===== config.mk =====
export PLATFORM = sky130hd
export DESIGN_NAME = spm_device_flat
export DESIGN_NICKNAME = d
export VERILOG_FILES = /design/src/spm_pkg.sv /design/src/spm_link_if.sv /design/src/spm_device.sv /design/src/flat_wrapper.sv
export SDC_FILE = /design/constraint.sdc
export NUM_CORES = 1
export LEC_CHECK = 0
export BUFFER_PORTS_ARGS = -buffer_cell sky130_fd_sc_hd__buf_2
export CORE_ASPECT_RATIO = 1.4
export CORE_MARGIN = 2
export CORE_UTILIZATION = 53
export CTS_CLUSTER_DIAMETER = 30
export DETAILED_ROUTE_END_ITERATION = 6
export GPL_TIMING_DRIVEN = 0
export PLACE_DENSITY = 0.86
export RECOVER_POWER = 50
export REMOVE_ABC_BUFFERS = 1
export SLEW_MARGIN = 30
export SYNTH_ARGS = -nofsm -noshare
export SYNTH_HDL_FRONTEND = slang
export SYNTH_SLANG_ARGS = --single-unit

===== constraint.sdc =====
create_clock -name clk -period 4.1 [get_ports clk]
set_clock_uncertainty 0.15 [all_clocks]
set_input_delay 0.82 -clock clk [delete_from_list [all_inputs] [get_ports clk]]
set_output_delay 0.82 -clock clk [all_outputs]
set_load 0.02 [all_outputs]

===== src/spm_pkg.sv =====
package spm_pkg;

    // ------------------------------------------------------------
    // Timing
    // ------------------------------------------------------------
    localparam int CLK_HZ          = 100_000_000;
    localparam int PROG_MIN_US     = 3700;
    localparam int PROG_MAX_US     = 4500;
    localparam int PROG_MIN_CYCLES = (PROG_MIN_US * (CLK_HZ / 1_000_000));
    localparam int PROG_MAX_CYCLES = (PROG_MAX_US * (CLK_HZ / 1_000_000));
    localparam int PROG_CYCLES     = (PROG_MIN_CYCLES + PROG_MAX_CYCLES) / 2;
    localparam int ARM_WINDOW      = 4;
    localparam int RESUME_WAIT     = 2;

    // ------------------------------------------------------------
    // Control register fields
    // ------------------------------------------------------------
    localparam int BIT_ENABLE   = 0;
    localparam int BIT_ERASE    = 1;
    localparam int BIT_WRITE    = 2;
    localparam int BIT_LOCK     = 3;
    localparam int BIT_REENABLE = 4;
    localparam int BIT_BUSY     = 6;

    // ------------------------------------------------------------
    // Variant geometry
    // ------------------------------------------------------------
    localparam logic [15:0] BOOT_START_4K [4] =
        '{16'h0C00, 16'h0E00, 16'h0F00, 16'h0F80};
    localparam logic [15:0] BOOT_START_8K [4] =
        '{16'h1C00, 16'h1E00, 16'h1F00, 16'h1F80};
    localparam logic [15:0] BOOT_END_4K   = 16'h0FFF;
    localparam logic [15:0] BOOT_END_8K   = 16'h1FFF;
    localparam logic [15:0] NO_CONCURRENT_READ_REGION_START_4K = 16'h0C00;
    localparam logic [15:0] NO_CONCURRENT_READ_REGION_START_8K = 16'h1C00;
    localparam int PAGES_RWW_4K  = 96;
    localparam int PAGES_RWW_8K  = 112;
    localparam int PAGE_LSB_4K   = 6;
    localparam int PAGE_LSB_8K   = 7;
    localparam int PAGE_MSB_4K   = 12;
    localparam int PAGE_MSB_8K   = 13;

    // ------------------------------------------------------------
    // Operation codes (unused; the link carries control bits)
    // ------------------------------------------------------------
    typedef enum logic [2:0] {
        OP_NONE, OP_FILL, OP_ERASE, OP_WRITE, OP_LOCK, OP_REENABLE
    } op_type;

    // ------------------------------------------------------------
    // Host register map
    // ------------------------------------------------------------
    localparam logic [3:0] REG_CMD     = 4'h0;
    localparam logic [3:0] REG_POINTER = 4'h1;
    localparam logic [3:0] REG_DATA    = 4'h2;
    localparam logic [3:0] REG_STATUS  = 4'h3;
    localparam logic [3:0] REG_IRQ_ST  = 4'h4;
    localparam logic [3:0] REG_IRQ_CLR = 4'h5;
    localparam logic [3:0] REG_IRQ_EN  = 4'h6;

endpackage


===== src/spm_link_if.sv =====
interface spm_link_if;
    logic [7:0]  ctrl_wdata;
    logic        ctrl_write;
    logic [7:0]  ctrl_rdata;
    logic        store_strobe;
    logic [15:0] pointer;
    logic [15:0] word_data;
    logic        eeprom_write_pending;
    logic [1:0]  boot_size_sel;
    logic        cpu_halt;
    logic        fetch_block_rww;

    modport device (
        input  ctrl_wdata, ctrl_write, store_strobe, pointer, word_data,
               eeprom_write_pending, boot_size_sel,
        output ctrl_rdata, cpu_halt, fetch_block_rww
    );
    modport host (
        output ctrl_wdata, ctrl_write, store_strobe, pointer, word_data,
        input  ctrl_rdata, cpu_halt, fetch_block_rww, eeprom_write_pending
    );
endinterface


===== src/spm_device.sv =====
// What this block does
// - Time each flash write 3.7 to 4.5 ms
// - 4K boot start from size fuse code
// - 4K region split at 0xC00
// - 4K page bits 12:6, word bits 5:1
// - 8K boot start from size fuse code
// - 8K region split at 0x1C00
// - 8K page bits 13:7, word bits 6:1
// - Ignore pointer bits above page index
// - Pointer bit 0 zero for stores
// - Pointer bits 5:1 zero on page write (4K word index)
// - Block region fetch during erase/write
// - Busy flag cleared only by re-enable
// - Enable bit held until operation completes
// - Wait for EEPROM write before command
// - Fill buffer one word per command
// - Re-enable region after each erase/write
// - Store within four cycles or discard
//
// Added by the designer: the placing of the registers and the strobed register port.
module spm_device #(
    parameter bit BIG_VARIANT = 1'b0,
    parameter int PROG_CYCLES = spm_pkg::PROG_CYCLES,
    parameter int WORDS       = BIG_VARIANT ? 64 : 32
) (
    // Clock and reset
    input  wire logic        clk,
    input  wire logic        rstn,
    // Link
    spm_link_if.device       link,
    // Geometry view and done pulse
    output logic [15:0]      boot_start,
    output logic [15:0]      boot_end,
    output logic [6:0]       page_index,
    output logic [5:0]       word_index,
    output logic             op_done
);
    localparam int TW = 24;

    typedef enum logic [1:0] {ST_IDLE, ST_ARMED, ST_PROG} state_type;

    typedef struct packed {
        state_type   st;
        logic [2:0]  arm_cnt;
        logic [7:0]  ctrl;
        logic [TW-1:0] timer;
        logic        busy;
        logic        halt;
        logic        block;
        logic        done;
        logic [6:0]  target_page;
    } dev_type;

    dev_type r;
    dev_type next_r;
    logic [15:0] buffer [WORDS];
    logic [15:0] ptr;
    logic        in_no_concurrent_read_region;
    logic        buf_we;

    // ------------------------------------------------------------
    // Address decode
    // ------------------------------------------------------------
    always_comb begin
        ptr = link.pointer;
        if (BIG_VARIANT) begin
            boot_start = spm_pkg::BOOT_START_8K[link.boot_size_sel];
            boot_end   = spm_pkg::BOOT_END_8K;
            page_index = ptr[spm_pkg::PAGE_MSB_8K:spm_pkg::PAGE_LSB_8K];
            word_index = ptr[6:1];
            in_no_concurrent_read_region    = {3'h0, page_index, 6'h00} >=
                         spm_pkg::NO_CONCURRENT_READ_REGION_START_8K;
        end else begin
            boot_start = spm_pkg::BOOT_START_4K[link.boot_size_sel];
            boot_end   = spm_pkg::BOOT_END_4K;
            page_index = ptr[spm_pkg::PAGE_MSB_4K:spm_pkg::PAGE_LSB_4K];
            word_index = {1'b0, ptr[5:1]};
            in_no_concurrent_read_region    = {4'h0, page_index, 5'h00} >=
                         spm_pkg::NO_CONCURRENT_READ_REGION_START_4K;
        end
    end

    // ------------------------------------------------------------
    // Sequencer
    // ------------------------------------------------------------
    always_comb begin
        next_r = r;
        next_r.done = 1'b0;
        buf_we = 1'b0;
        case (r.st)
            ST_IDLE: begin
                // EEPROM write in progress blocks arming
                if (link.ctrl_write && link.ctrl_wdata[spm_pkg::BIT_ENABLE]
                        && !link.eeprom_write_pending) begin
                    next_r.ctrl = {r.busy, 1'b0, link.ctrl_wdata[5:0]};
                    next_r.st = ST_ARMED;
                    next_r.arm_cnt = 3'h0;
                end
            end
            ST_ARMED: begin
                if (link.store_strobe) begin
                    if (r.ctrl[spm_pkg::BIT_REENABLE]) begin
                        if (!r.block) begin
                            next_r.busy = 1'b0;
                        end
                        next_r.st = ST_IDLE;
                        next_r.ctrl[spm_pkg::BIT_ENABLE] = 1'b0;
                    end else if (r.ctrl[spm_pkg::BIT_ERASE] ||
                                 r.ctrl[spm_pkg::BIT_WRITE] ||
                                 r.ctrl[spm_pkg::BIT_LOCK]) begin
                        next_r.st = ST_PROG;
                        next_r.timer = TW'(PROG_CYCLES);
                        next_r.target_page = page_index;
                        if (!r.ctrl[spm_pkg::BIT_LOCK]) begin
                            next_r.busy = 1'b1;
                            next_r.block = 1'b1;
                            next_r.halt = in_no_concurrent_read_region;
                        end
                    end else begin
                        buf_we = 1'b1;
                        next_r.st = ST_IDLE;
                        next_r.ctrl[spm_pkg::BIT_ENABLE] = 1'b0;
                    end
                end else if (r.arm_cnt == 3'(spm_pkg::ARM_WINDOW - 1)) begin
                    next_r.st = ST_IDLE;
                    next_r.ctrl[spm_pkg::BIT_ENABLE] = 1'b0;
                end else begin
                    next_r.arm_cnt = r.arm_cnt + 3'h1;
                end
            end
            ST_PROG: begin
                if (r.timer == TW'(1)) begin
                    next_r.st = ST_IDLE;
                    next_r.halt = 1'b0;
                    next_r.block = 1'b0;
                    next_r.done = 1'b1;
                    next_r.ctrl[spm_pkg::BIT_ENABLE] = 1'b0;
                end else begin
                    next_r.timer = r.timer - TW'(1);
                end
            end
            default: next_r.st = ST_IDLE;
        endcase
        next_r.ctrl[spm_pkg::BIT_BUSY] = next_r.busy;
    end

    always_ff @(posedge clk or negedge rstn) begin
        if (!rstn) begin
            r <= '0;
        end else begin
            r <= next_r;
        end
    end

    // ------------------------------------------------------------
    // Temporary page buffer, no reset needed for data
    // ------------------------------------------------------------
    always_ff @(posedge clk) begin
        if (buf_we) begin
            buffer[word_index[$clog2(WORDS)-1:0]] <= link.word_data;
        end
    end

    assign link.ctrl_rdata      = r.ctrl;
    assign link.cpu_halt        = r.halt;
    assign link.fetch_block_rww = r.block;
    assign op_done              = r.done;
endmodule


===== src/flat_wrapper.sv =====
// flat-port wrapper written by rule: the top's interface ports become plain ports
module spm_device_flat 
#(
    parameter bit BIG_VARIANT = 1'b0,
    parameter int PROG_CYCLES = spm_pkg::PROG_CYCLES,
    parameter int WORDS       = BIG_VARIANT ? 64 : 32
)
  (clk, rstn, boot_start, boot_end, page_index, word_index, op_done, link_ctrl_wdata, link_ctrl_write, link_store_strobe, link_pointer, link_word_data, link_eeprom_write_pending, link_boot_size_sel, link_ctrl_rdata, link_cpu_halt, link_fetch_block_rww);
  spm_link_if link_i ();
  input  wire logic clk;
  input  wire logic rstn;
  output logic [15:0] boot_start;
  output logic [15:0] boot_end;
  output logic [6:0] page_index;
  output logic [5:0] word_index;
  output logic op_done;
  input wire logic [$bits(link_i.ctrl_wdata)-1:0] link_ctrl_wdata;
  input wire logic [$bits(link_i.ctrl_write)-1:0] link_ctrl_write;
  input wire logic [$bits(link_i.store_strobe)-1:0] link_store_strobe;
  input wire logic [$bits(link_i.pointer)-1:0] link_pointer;
  input wire logic [$bits(link_i.word_data)-1:0] link_word_data;
  input wire logic [$bits(link_i.eeprom_write_pending)-1:0] link_eeprom_write_pending;
  input wire logic [$bits(link_i.boot_size_sel)-1:0] link_boot_size_sel;
  output wire logic [$bits(link_i.ctrl_rdata)-1:0] link_ctrl_rdata;
  output wire logic [$bits(link_i.cpu_halt)-1:0] link_cpu_halt;
  output wire logic [$bits(link_i.fetch_block_rww)-1:0] link_fetch_block_rww;
  assign link_i.ctrl_wdata = link_ctrl_wdata;
  assign link_i.ctrl_write = link_ctrl_write;
  assign link_i.store_strobe = link_store_strobe;
  assign link_i.pointer = link_pointer;
  assign link_i.word_data = link_word_data;
  assign link_i.eeprom_write_pending = link_eeprom_write_pending;
  assign link_i.boot_size_sel = link_boot_size_sel;
  assign link_ctrl_rdata = link_i.ctrl_rdata;
  assign link_cpu_halt = link_i.cpu_halt;
  assign link_fetch_block_rww = link_i.fetch_block_rww;
  spm_device #(.BIG_VARIANT(BIG_VARIANT), .PROG_CYCLES(PROG_CYCLES), .WORDS(WORDS)) u_core (.clk(clk), .rstn(rstn), .link(link_i), .boot_start(boot_start), .boot_end(boot_end), .page_index(page_index), .word_index(word_index), .op_done(op_done));
endmodule

==> results of run 1 <==
[state kept, by name, summed over array words and instances (netlist names)]
signal / count
u_core.r: 29
u_core.link.ctrl_rdata: 8
u_core.link.cpu_halt: 1
u_core.link.fetch_block_rww: 1
u_core.op_done: 1
[logic make-up after synthesis]
kind of cell	count (synthesis)	synth area share
multiplexers	10	0.0449
other	2	0.00287
buffers and inverters	66	0.174
AND/OR/NAND/NOR	82	0.174
adder cells (fa/ha/maj)	8	0.0382
AO/OA/AOI/OAI	53	0.157
XOR/XNOR	8	0.0267
flip-flops	40	0.382
[per-layer routing]
layer | wire length [um] | vias up | global-route usage
met5 | 0 | - | 0.0385
met4 | 73 | 0 | 0.0652
met3 | 392 | 7 | 0.0815
met2 | 2520 | 66 | 0.320
met1 | 1960 | 911 | 0.206
li1 | - | 901 | -
[final cells by class]
class / instances / share of cell area
multi-input cells: 191 / 0.484
well taps: 64 / 0.0304
flip-flops and latches: 40 / 0.380
clock buffers: 8 / 0.0342
repair buffers: 32 / 0.0594
inverters: 8 / 0.0114
[metrics by stage]
stage               setup slack [ns]  hold slack [ns]  instances  power, mW  instance area, um^2
global placement               0.539            0.316        333       1.27                 2530
CTS                             1.22            0.348        343       1.59                 2640
global route                    1.01            0.364        343       1.69                 2630
finish                          1.23            0.343        343       1.58                 2630
floorplan                       1.43            0.307        239       1.12                 2300
detailed placement              1.24            0.331        335       1.31                 2540
[synthesized netlist by cell type (4+ instances only)]
cell type / count
sky130_fd_sc_hd__nor3_1: 5
sky130_fd_sc_hd__buf_4: 51
sky130_fd_sc_hd__a2111oi_2: 4
sky130_fd_sc_hd__nor2_1: 18
sky130_fd_sc_hd__nand2_1: 14
sky130_fd_sc_hd__ha_1: 8
sky130_fd_sc_hd__dfrtp_1: 40
sky130_fd_sc_hd__xnor2_1: 4
sky130_fd_sc_hd__nor4_1: 4
sky130_fd_sc_hd__o41ai_1: 4
sky130_fd_sc_hd__nand3_1: 8
sky130_fd_sc_hd__or3_1: 10
sky130_fd_sc_hd__a21oi_1: 12
sky130_fd_sc_hd__mux2_2: 6
sky130_fd_sc_hd__or4_1: 7
sky130_fd_sc_hd__o21ai_0: 14
sky130_fd_sc_hd__xor2_1: 4
sky130_fd_sc_hd__inv_1: 8
sky130_fd_sc_hd__o31ai_1: 4
[how the worst max path moves through the flow]
stage	start	cells after the start	slack [ns]	end
2_1_floorplan	link_store_strobe	4	1.43	u_core.r[26]
3_3_place_gp	link_store_strobe	5	0.54	u_core.r[26]
3_5_place_dp	link_store_strobe	6	1.24	u_core.r[16]
4_1_cts	u_core.r[47]	7	1.22	u_core.r[16]
5_1_grt	u_core.r[47]	7	1.01	u_core.r[16]
6_report	u_core.r[47]	7	1.23	u_core.r[16]
[power breakdown]
part | internal (mW) | total, mW | switching (mW)
clock | 0.137 | 0.276 | 0.139
sequential | 0.536 | 0.685 | 0.148
combinational | 0.240 | 0.617 | 0.378
[critical path: stages (launching register included)]
cell and delay [ns]:
sky130_fd_sc_hd__dfrtp_1 0.42, sky130_fd_sc_hd__inv_1 0.09, sky130_fd_sc_hd__ha_1 0.34, sky130_fd_sc_hd__nand2_1 0.22, sky130_fd_sc_hd__o32ai_2 0.56, sky130_fd_sc_hd__o21ai_2 0.30, sky130_fd_sc_hd__or4_1 0.54, sky130_fd_sc_hd__a21oi_1 0.17
==> results.txt, run 1 <==
The run finished, with violations left. The final reports fail on capacitance limit, slew limit. The first TritonRoute pass finished after 5 iterations. The level count of the clock H-tree came out at 2. The commonest non-fill, non-tap cell in the layout is sky130_fd_sc_hd__dfrtp_1. The area taken by multi-input logic gates came out at about 1300 um^2. In the global route stage, overall resource usage came out at 0.188. The total grt overflow came out at 0. 0 antenna diodes ended up in the layout.

The area of the placeable core came out at around 4800 um^2. For hold timing, the worst endpoint is u_core.r[43]. The global placer's final weighted congestion is roughly 0.80. The global-route wire length before repair is about 8 mm.

The tightest slew margin relative to the limit is -0.389. The die height came out at 87.2 um. The die outline width is between 60 and 70 um.

The share of post-route cells with drive strength above 1 came out at 0.226. The die covers 5530 um^2. The final-layout setup total negative slack came out at 0 ns.

In this run, distinct cell masters in the synthesized netlist total 46. The via count of the first global-routing pass is 1809. The number of primary I/O pins came out at 103. Setup repair after global routing left no endpoint under its margin. The iteration-0 DRC count of the detailed router is 72. The number of gates resized after cts came out at 0. The clock input transition at the sequential cells of the worst setup and hold paths is 0.08 ns. The wire-length estimate of the detail-placed layout is between 3 and 4 mm. The minimum setup slack among reg-to-reg paths is 1.23 ns. The fraction of the cycle the final worst path needs is 0.700. The worst register-to-register path begins at u_core.r[47]. The TritonCTS clock tree is built. The layout has between 400 and 500 filler cells. The number of hold violations in the final report came out at 0. The buffer levels on the longest clock path came out at 2.

The quantity of hold-fixing buffers added after cts came out at 0. Buffers placed on the I/O ports in this run total 30. For this run, the register share of the synthesized area comes to 0.382. The share of flip-flops with an asynchronous set or reset after synthesis is 1.00. Setup violations remaining at the end of the flow were counted as 0. Across the run, the number of max-cap violations was 1. The synthesized netlist cell count is 269. Derived from the worst setup path, the maximum achievable clock frequency is about 350 MHz. Counting flops and latches in the post-synthesis netlist gives 40. STA classifies the critical path startpoint as a flop. sky130_fd_sc_hd__dfrtp_1 takes more of the synthesized area than any other cell.

The storage element area is approximately 1000 um^2. The number of antenna violations at the first check in global routing came to 0. The post-route core utilization came out at 0.548. At the pin with the least slew margin, the transition time is between 2 and 2.5 ns. The area added between synthesis and finish is 0.430%. Once detail routing completed, the nets flagged for antenna violations numbered 0. The standard-cell row count is 30. The signal arrival time at the worst endpoint is approximately 2.9 ns. The worst setup path is captured at a flop. Of the post-synthesis cell area, the dominant cell type holds 0.382. In this run the clock root is driven by a sky130_fd_sc_hd__clkbuf_8. The clock insertion delay at the later pin of the skew report is 0.30 ns. The worst register-to-register path has a depth of 7. After detailed routing, the average wire length per cell comes to around 14 um. The wire length reported by the detailed router is ~4.9 mm.

The layout net count came out at 333. The detailed-route vias per instance is 5.50. The CTS sink count is 40. The mean cell area of the mapped netlist came out at roughly 9.7 um^2. The Yosys step of the flow raised 0 warnings. The via count came out at between 1500 and 2000. By area the synthesized netlist is led by sky130_fd_sc_hd__dfrtp_1 (38%), sky130_fd_sc_hd__buf_4 (15%), sky130_fd_sc_hd__ha_1 (3.8%). The shortest clock period the worst path allows after layout is 2.87 ns.

For this run, the leading register cell type out of synthesis is sky130_fd_sc_hd__dfrtp_1. The critical path is of the flop to flop type. Along the worst hold path, the cell count comes to 1. The largest fanout on the critical path came out at 12. The highest ir drop seen on vdd is 0.173 mV. The required arrival time at the worst endpoint came out at 4.17 ns.

The pin count of the biggest net entering global routing is slightly above 40. The endpoint of the worst-slack reg-to-reg timing path is u_core.r[16]. The source of the worst hold timing path is u_core.r[43]. Counting the buffers created by CTS gives 5. The classification of the worst-slack hold path is flop to flop.

In the layout the commonest cells are sky130_fd_sc_hd__dfrtp_1 (40), sky130_fd_sc_hd__conb_1 (30), sky130_fd_sc_hd__buf_2 (29). The detailed-route DRC error count is 0. The effective utilization at floorplan is 0.545. The cell area that synthesis handed to floorplanning was roughly 2600 um^2. The max-slew violation count came out at between 40 and 50.

The power density over the cells is around 600 nW/um^2. The standby leakage power is around 1.2 nW. The setup fix buffers added after clock tree synthesis came out at 0.

The number of enable-type register cells in the synthesized netlist came out at 0.
No activity file was read; power rests on OpenSTA's default activity.
==> run 2, diff against run 1 <==
--- a/config.mk
+++ b/config.mk
@@ -8,11 +8,11 @@
 export BUFFER_PORTS_ARGS = -buffer_cell sky130_fd_sc_hd__buf_2
 export CORE_ASPECT_RATIO = 1.4
 export CORE_MARGIN = 2
-export CORE_UTILIZATION = 53
+export CORE_UTILIZATION = 49
 export CTS_CLUSTER_DIAMETER = 30
 export DETAILED_ROUTE_END_ITERATION = 6
 export GPL_TIMING_DRIVEN = 0
-export PLACE_DENSITY = 0.86
+export PLACE_DENSITY = 0.8
 export RECOVER_POWER = 50
 export REMOVE_ABC_BUFFERS = 1
 export SLEW_MARGIN = 30
==> constraint.sdc (replaced) <==
create_clock -name clk -period 2.87 [get_ports clk]
set_clock_uncertainty 0.15 [all_clocks]
set_input_delay 0.574 -clock clk [delete_from_list [all_inputs] [get_ports clk]]
set_output_delay 0.574 -clock clk [all_outputs]
set_load 0.02 [all_outputs]
==> results.txt, run 2 (same netlist as run 1, synthesis figures left out) <==
The die height is 90.5 um (+3.8%). The routed length on met3 is 400 um (+2.0%). The layout net count came to 336 (+0.90%). The cell-internal power is 1.33 mW (+45%). The level count of the clock H-tree came out at 2 (unchanged). The number of I/O port buffers was 30 (unchanged).

The final-layout setup total negative slack is 0 ns (unchanged). The number of optimization iterations in the first detailed-route pass is 4 (-1). The signal arrival time at the worst endpoint came to 2.81 ns (-0.13 ns).

The number of hold violations in the final report was 0 (unchanged). The worst setup slack before clock tree synthesis is -0.0205 ns (-1.26 ns). The detail-routed net length per standard cell is 15.4 um (+6.8%). The final-report setup violation count was 0 (unchanged). The tightest slew margin relative to the limit is -0.433 (-0.0440). Leaving out fill and tap cells, the most frequent cells in the layout are sky130_fd_sc_hd__dfrtp_1 (40), sky130_fd_sc_hd__conb_1 (30), sky130_fd_sc_hd__buf_2 (28). The detailed-route vias per instance is 5.56 (+1.2%). The wire length reported by the detailed router was 5.36 mm (+8.3%). The switching share of power was 0.426 (+0.00471). The pin count of the biggest net entering global routing came out at 41 (unchanged). The number of primary I/O pins came out at 103 (unchanged). The via count of the first global-routing pass is 1795 (-0.77%). The maximum clock frequency came out at 361 MHz (+3.5%). The switching power came out at 0.986 mW (+48%). The overall fraction of global-route tracks in use is 0.179 (-0.00863).

Clock tree synthesis selected as its root buffer the cell sky130_fd_sc_hd__clkbuf_8. The global-route wire length before repair came out at 8.29 mm (+1.3%). The clock insertion delay at the later pin of the skew report is 0.29 ns (about the same). The minimum setup slack among reg-to-reg paths is 0.1 ns (-1.13 ns). The buffer levels on the longest clock path was 2 (unchanged). The length in cells of the worst reg-to-reg path is 8 (+1). The sum of met2 wire segment lengths after detailed routing came out at 2.78 mm (+10%). The number of buffers created by CTS came out at 5 (unchanged). The area of the placeable core is 5160 um^2 (+7.4%).

The combinational cell fraction of total power is 0.406 (+0.015). Routed signal wires occupy layers up through met4. The delay of the slowest critical-path stage came out at 0.63 ns (+0.07 ns). The path class of the tightest hold or removal check is flop to flop. The checks that failed: capacitance limit, slew limit.

The full die area is 5960 um^2 (+7.7%). The critical path is of the flop to flop type. The highest ir drop seen on vdd is 0.281 mV (+62%). The die outline width is 65.8 um (+3.8%). The CTS sink count was 40 (unchanged). The power share of the sequential group came out at 0.427 (-0.007).

The global placer's final weighted congestion came out at 0.750 (-5.9%). The number of nets with antenna violations after detailed routing came to 0 (unchanged). The number of antenna violations at the first check in global routing is 0 (unchanged).

The max-capacitance violation count came out at 1 (unchanged). The standby leakage power came out at 1.17 nW (+1.7%). The critical path ends at u_core.r[26]. The fraction of the cycle the final worst path needs came to 0.966 (+0.266).

Setup repair after global routing could not meet its margin everywhere. The iteration-0 DRC count of the detailed router is 121 (+68%). The detailed-route DRC error count is 0 (unchanged).

The clock group share of total power came out at 0.167 (-0.008). The largest individual stage delay along the critical path comes from the cell sky130_fd_sc_hd__or4b_2. The final critical-path setup slack came to 0.0974 ns (-1.13 ns).

The quantity of hold-fixing buffers added after cts came out at 0 (unchanged). The effective utilization at floorplan came out at 0.508 (-0.0374). The HPWL reported at the end of detailed placement came out at 3.77 mm (+2.1%). The library cell used most frequently in the layout, excluding fill and tap cells, is sky130_fd_sc_hd__dfrtp_1.

The shortest clock period the worst path allows after layout is 2.77 ns (-0.0963 ns). The clock input transition at the sequential cells of the worst setup and hold paths came out at 0.08 ns (about the same). The standard-cell row count came to 31 (+3.3%). The total grt overflow is 0 (unchanged). The slew at the pin with the worst max-slew slack came out at 2.15 ns (+0.0660 ns). STA classifies the critical path endpoint as a flop.

The power density over the cells came out at 861 nW/um^2 (+44%). The kind of start point of the critical path is a flop. The post-route core utilization is 0.520 (-0.0272). From synthesis to final layout, the design area changed by 2.48%.

The count of inserted antenna diode cells is 0 (unchanged). The required arrival time at the worst endpoint is 2.90 ns (-1.27 ns). The largest fanout on the critical path was 9 (-3). The final worst hold slack came to 0.336 ns (-0.00686 ns). The critical path starts at u_core.r[12]. In this run the critical register-to-register path is launched from u_core.r[12].

The register name with the most flops is u_core.r. The endpoint identified for the worst register-to-register timing path is u_core.r[26]. The run finished, with violations left. The flip-flop count of the largest register after layout came to 29 (unchanged). TritonCTS built the clock tree. The share of post-route cells with drive strength above 1 was 0.248 (+0.0224). The via count is 1935 (+2.7%). The max-slew violation count came out at 41 (unchanged). Walking the worst path, the cells encountered are inv_1 > ha_1 > or4b_2 > or4_4 > o21ai_4 > buf_4 > nor3_2 > a31o_1. The routed length on met1 came to 2.06 mm (+4.9%).
-- run 2: cell types whose count changed in the layout (fill, tap and decap cells not counted) --
| cell | change |
|---|---|
| sky130_fd_sc_hd__buf_2 | -1 |
| sky130_fd_sc_hd__buf_4 | +4 |
| sky130_fd_sc_hd__clkbuf_1 | -2 |
| sky130_fd_sc_hd__clkinv_2 | +2 |
| sky130_fd_sc_hd__ha_1 | -2 |
| sky130_fd_sc_hd__ha_2 | +2 |
| sky130_fd_sc_hd__o21ai_2 | -1 |
| sky130_fd_sc_hd__o21ai_4 | +1 |
| sky130_fd_sc_hd__o32ai_2 | -1 |
| sky130_fd_sc_hd__o32ai_4 | +1 |
-- run 2: cell type report --
cell class / instances / area (um^2)
tap: 66 / 82.6
clock inverter: 2 / 10.0
clock buffer: 6 / 82.6
fill: 464 / 2470
timing repair buffer: 35 / 181
sequential: 40 / 1000
inverter: 8 / 30.0
multi-input combinational: 191 / 1300
-- run 2: repair_timing --
item,in CTS,in global routing
pin swaps,0,1
buffers inserted,0,3
gates resized for setup,2,2
endpoints found under the setup margin,3,6
-- run 2: power by group through the flow --
stage / logic (mW) / registers, mW / clock network, mW
floorplan: 0.594 / 1.01 / 0
global placement: 0.850 / 0.972 / 0
detailed placement: 0.892 / 0.987 / 0
CTS: 0.911 / 0.981 / 0.396
global route: 1.03 / 1.02 / 0.422
finish: 0.939 / 0.988 / 0.386
-- run 2: metal layers --
metal / global-route usage / vias to the layer above
met1: 0.195 / 936
met5: 0.0385 / -
met2: 0.302 / 82
met4: 0.0799 / 0
li1: - / 905
met3: 0.0623 / 12
-- run 2: per-stage QoR --
stage / instance area, um^2 / std cells / power (mW)
3_5_place_dp: 2550 / 337 / 1.88
5_1_grt: 2690 / 348 / 2.47
3_3_place_gp: 2530 / 335 / 1.82
4_1_cts: 2660 / 345 / 2.29
2_1_floorplan: 2300 / 239 / 1.61
6_report: 2690 / 348 / 2.31
-- run 2: worst min-delay path by stage --
stage | slack, ns | to | start | cells past startpoint
after floorplan | 0.13 | u_core.link.cpu_halt | rstn | 0
after global placement | 0.32 | u_core.r[43] | u_core.r[43] | 1
after detailed placement | 0.33 | u_core.r[43] | u_core.r[43] | 1
after CTS | 0.28 | u_core.op_done | rstn | 1
after global routing | 0.35 | u_core.link.ctrl_rdata[3] | link_ctrl_wdata[3] | 2
final | 0.34 | u_core.r[43] | u_core.r[43] | 1
-- run 2: critical path, delay by kind of cell, from the launching register on --
family                   cells  cell delay, ns
AO/OA/AOI/OAI                2            0.43
adder cells (fa/ha/maj)      1            0.16
buffers and inverters        2            0.27
flip-flops                   1            0.42
AND/OR/NAND/NOR              3            1.21
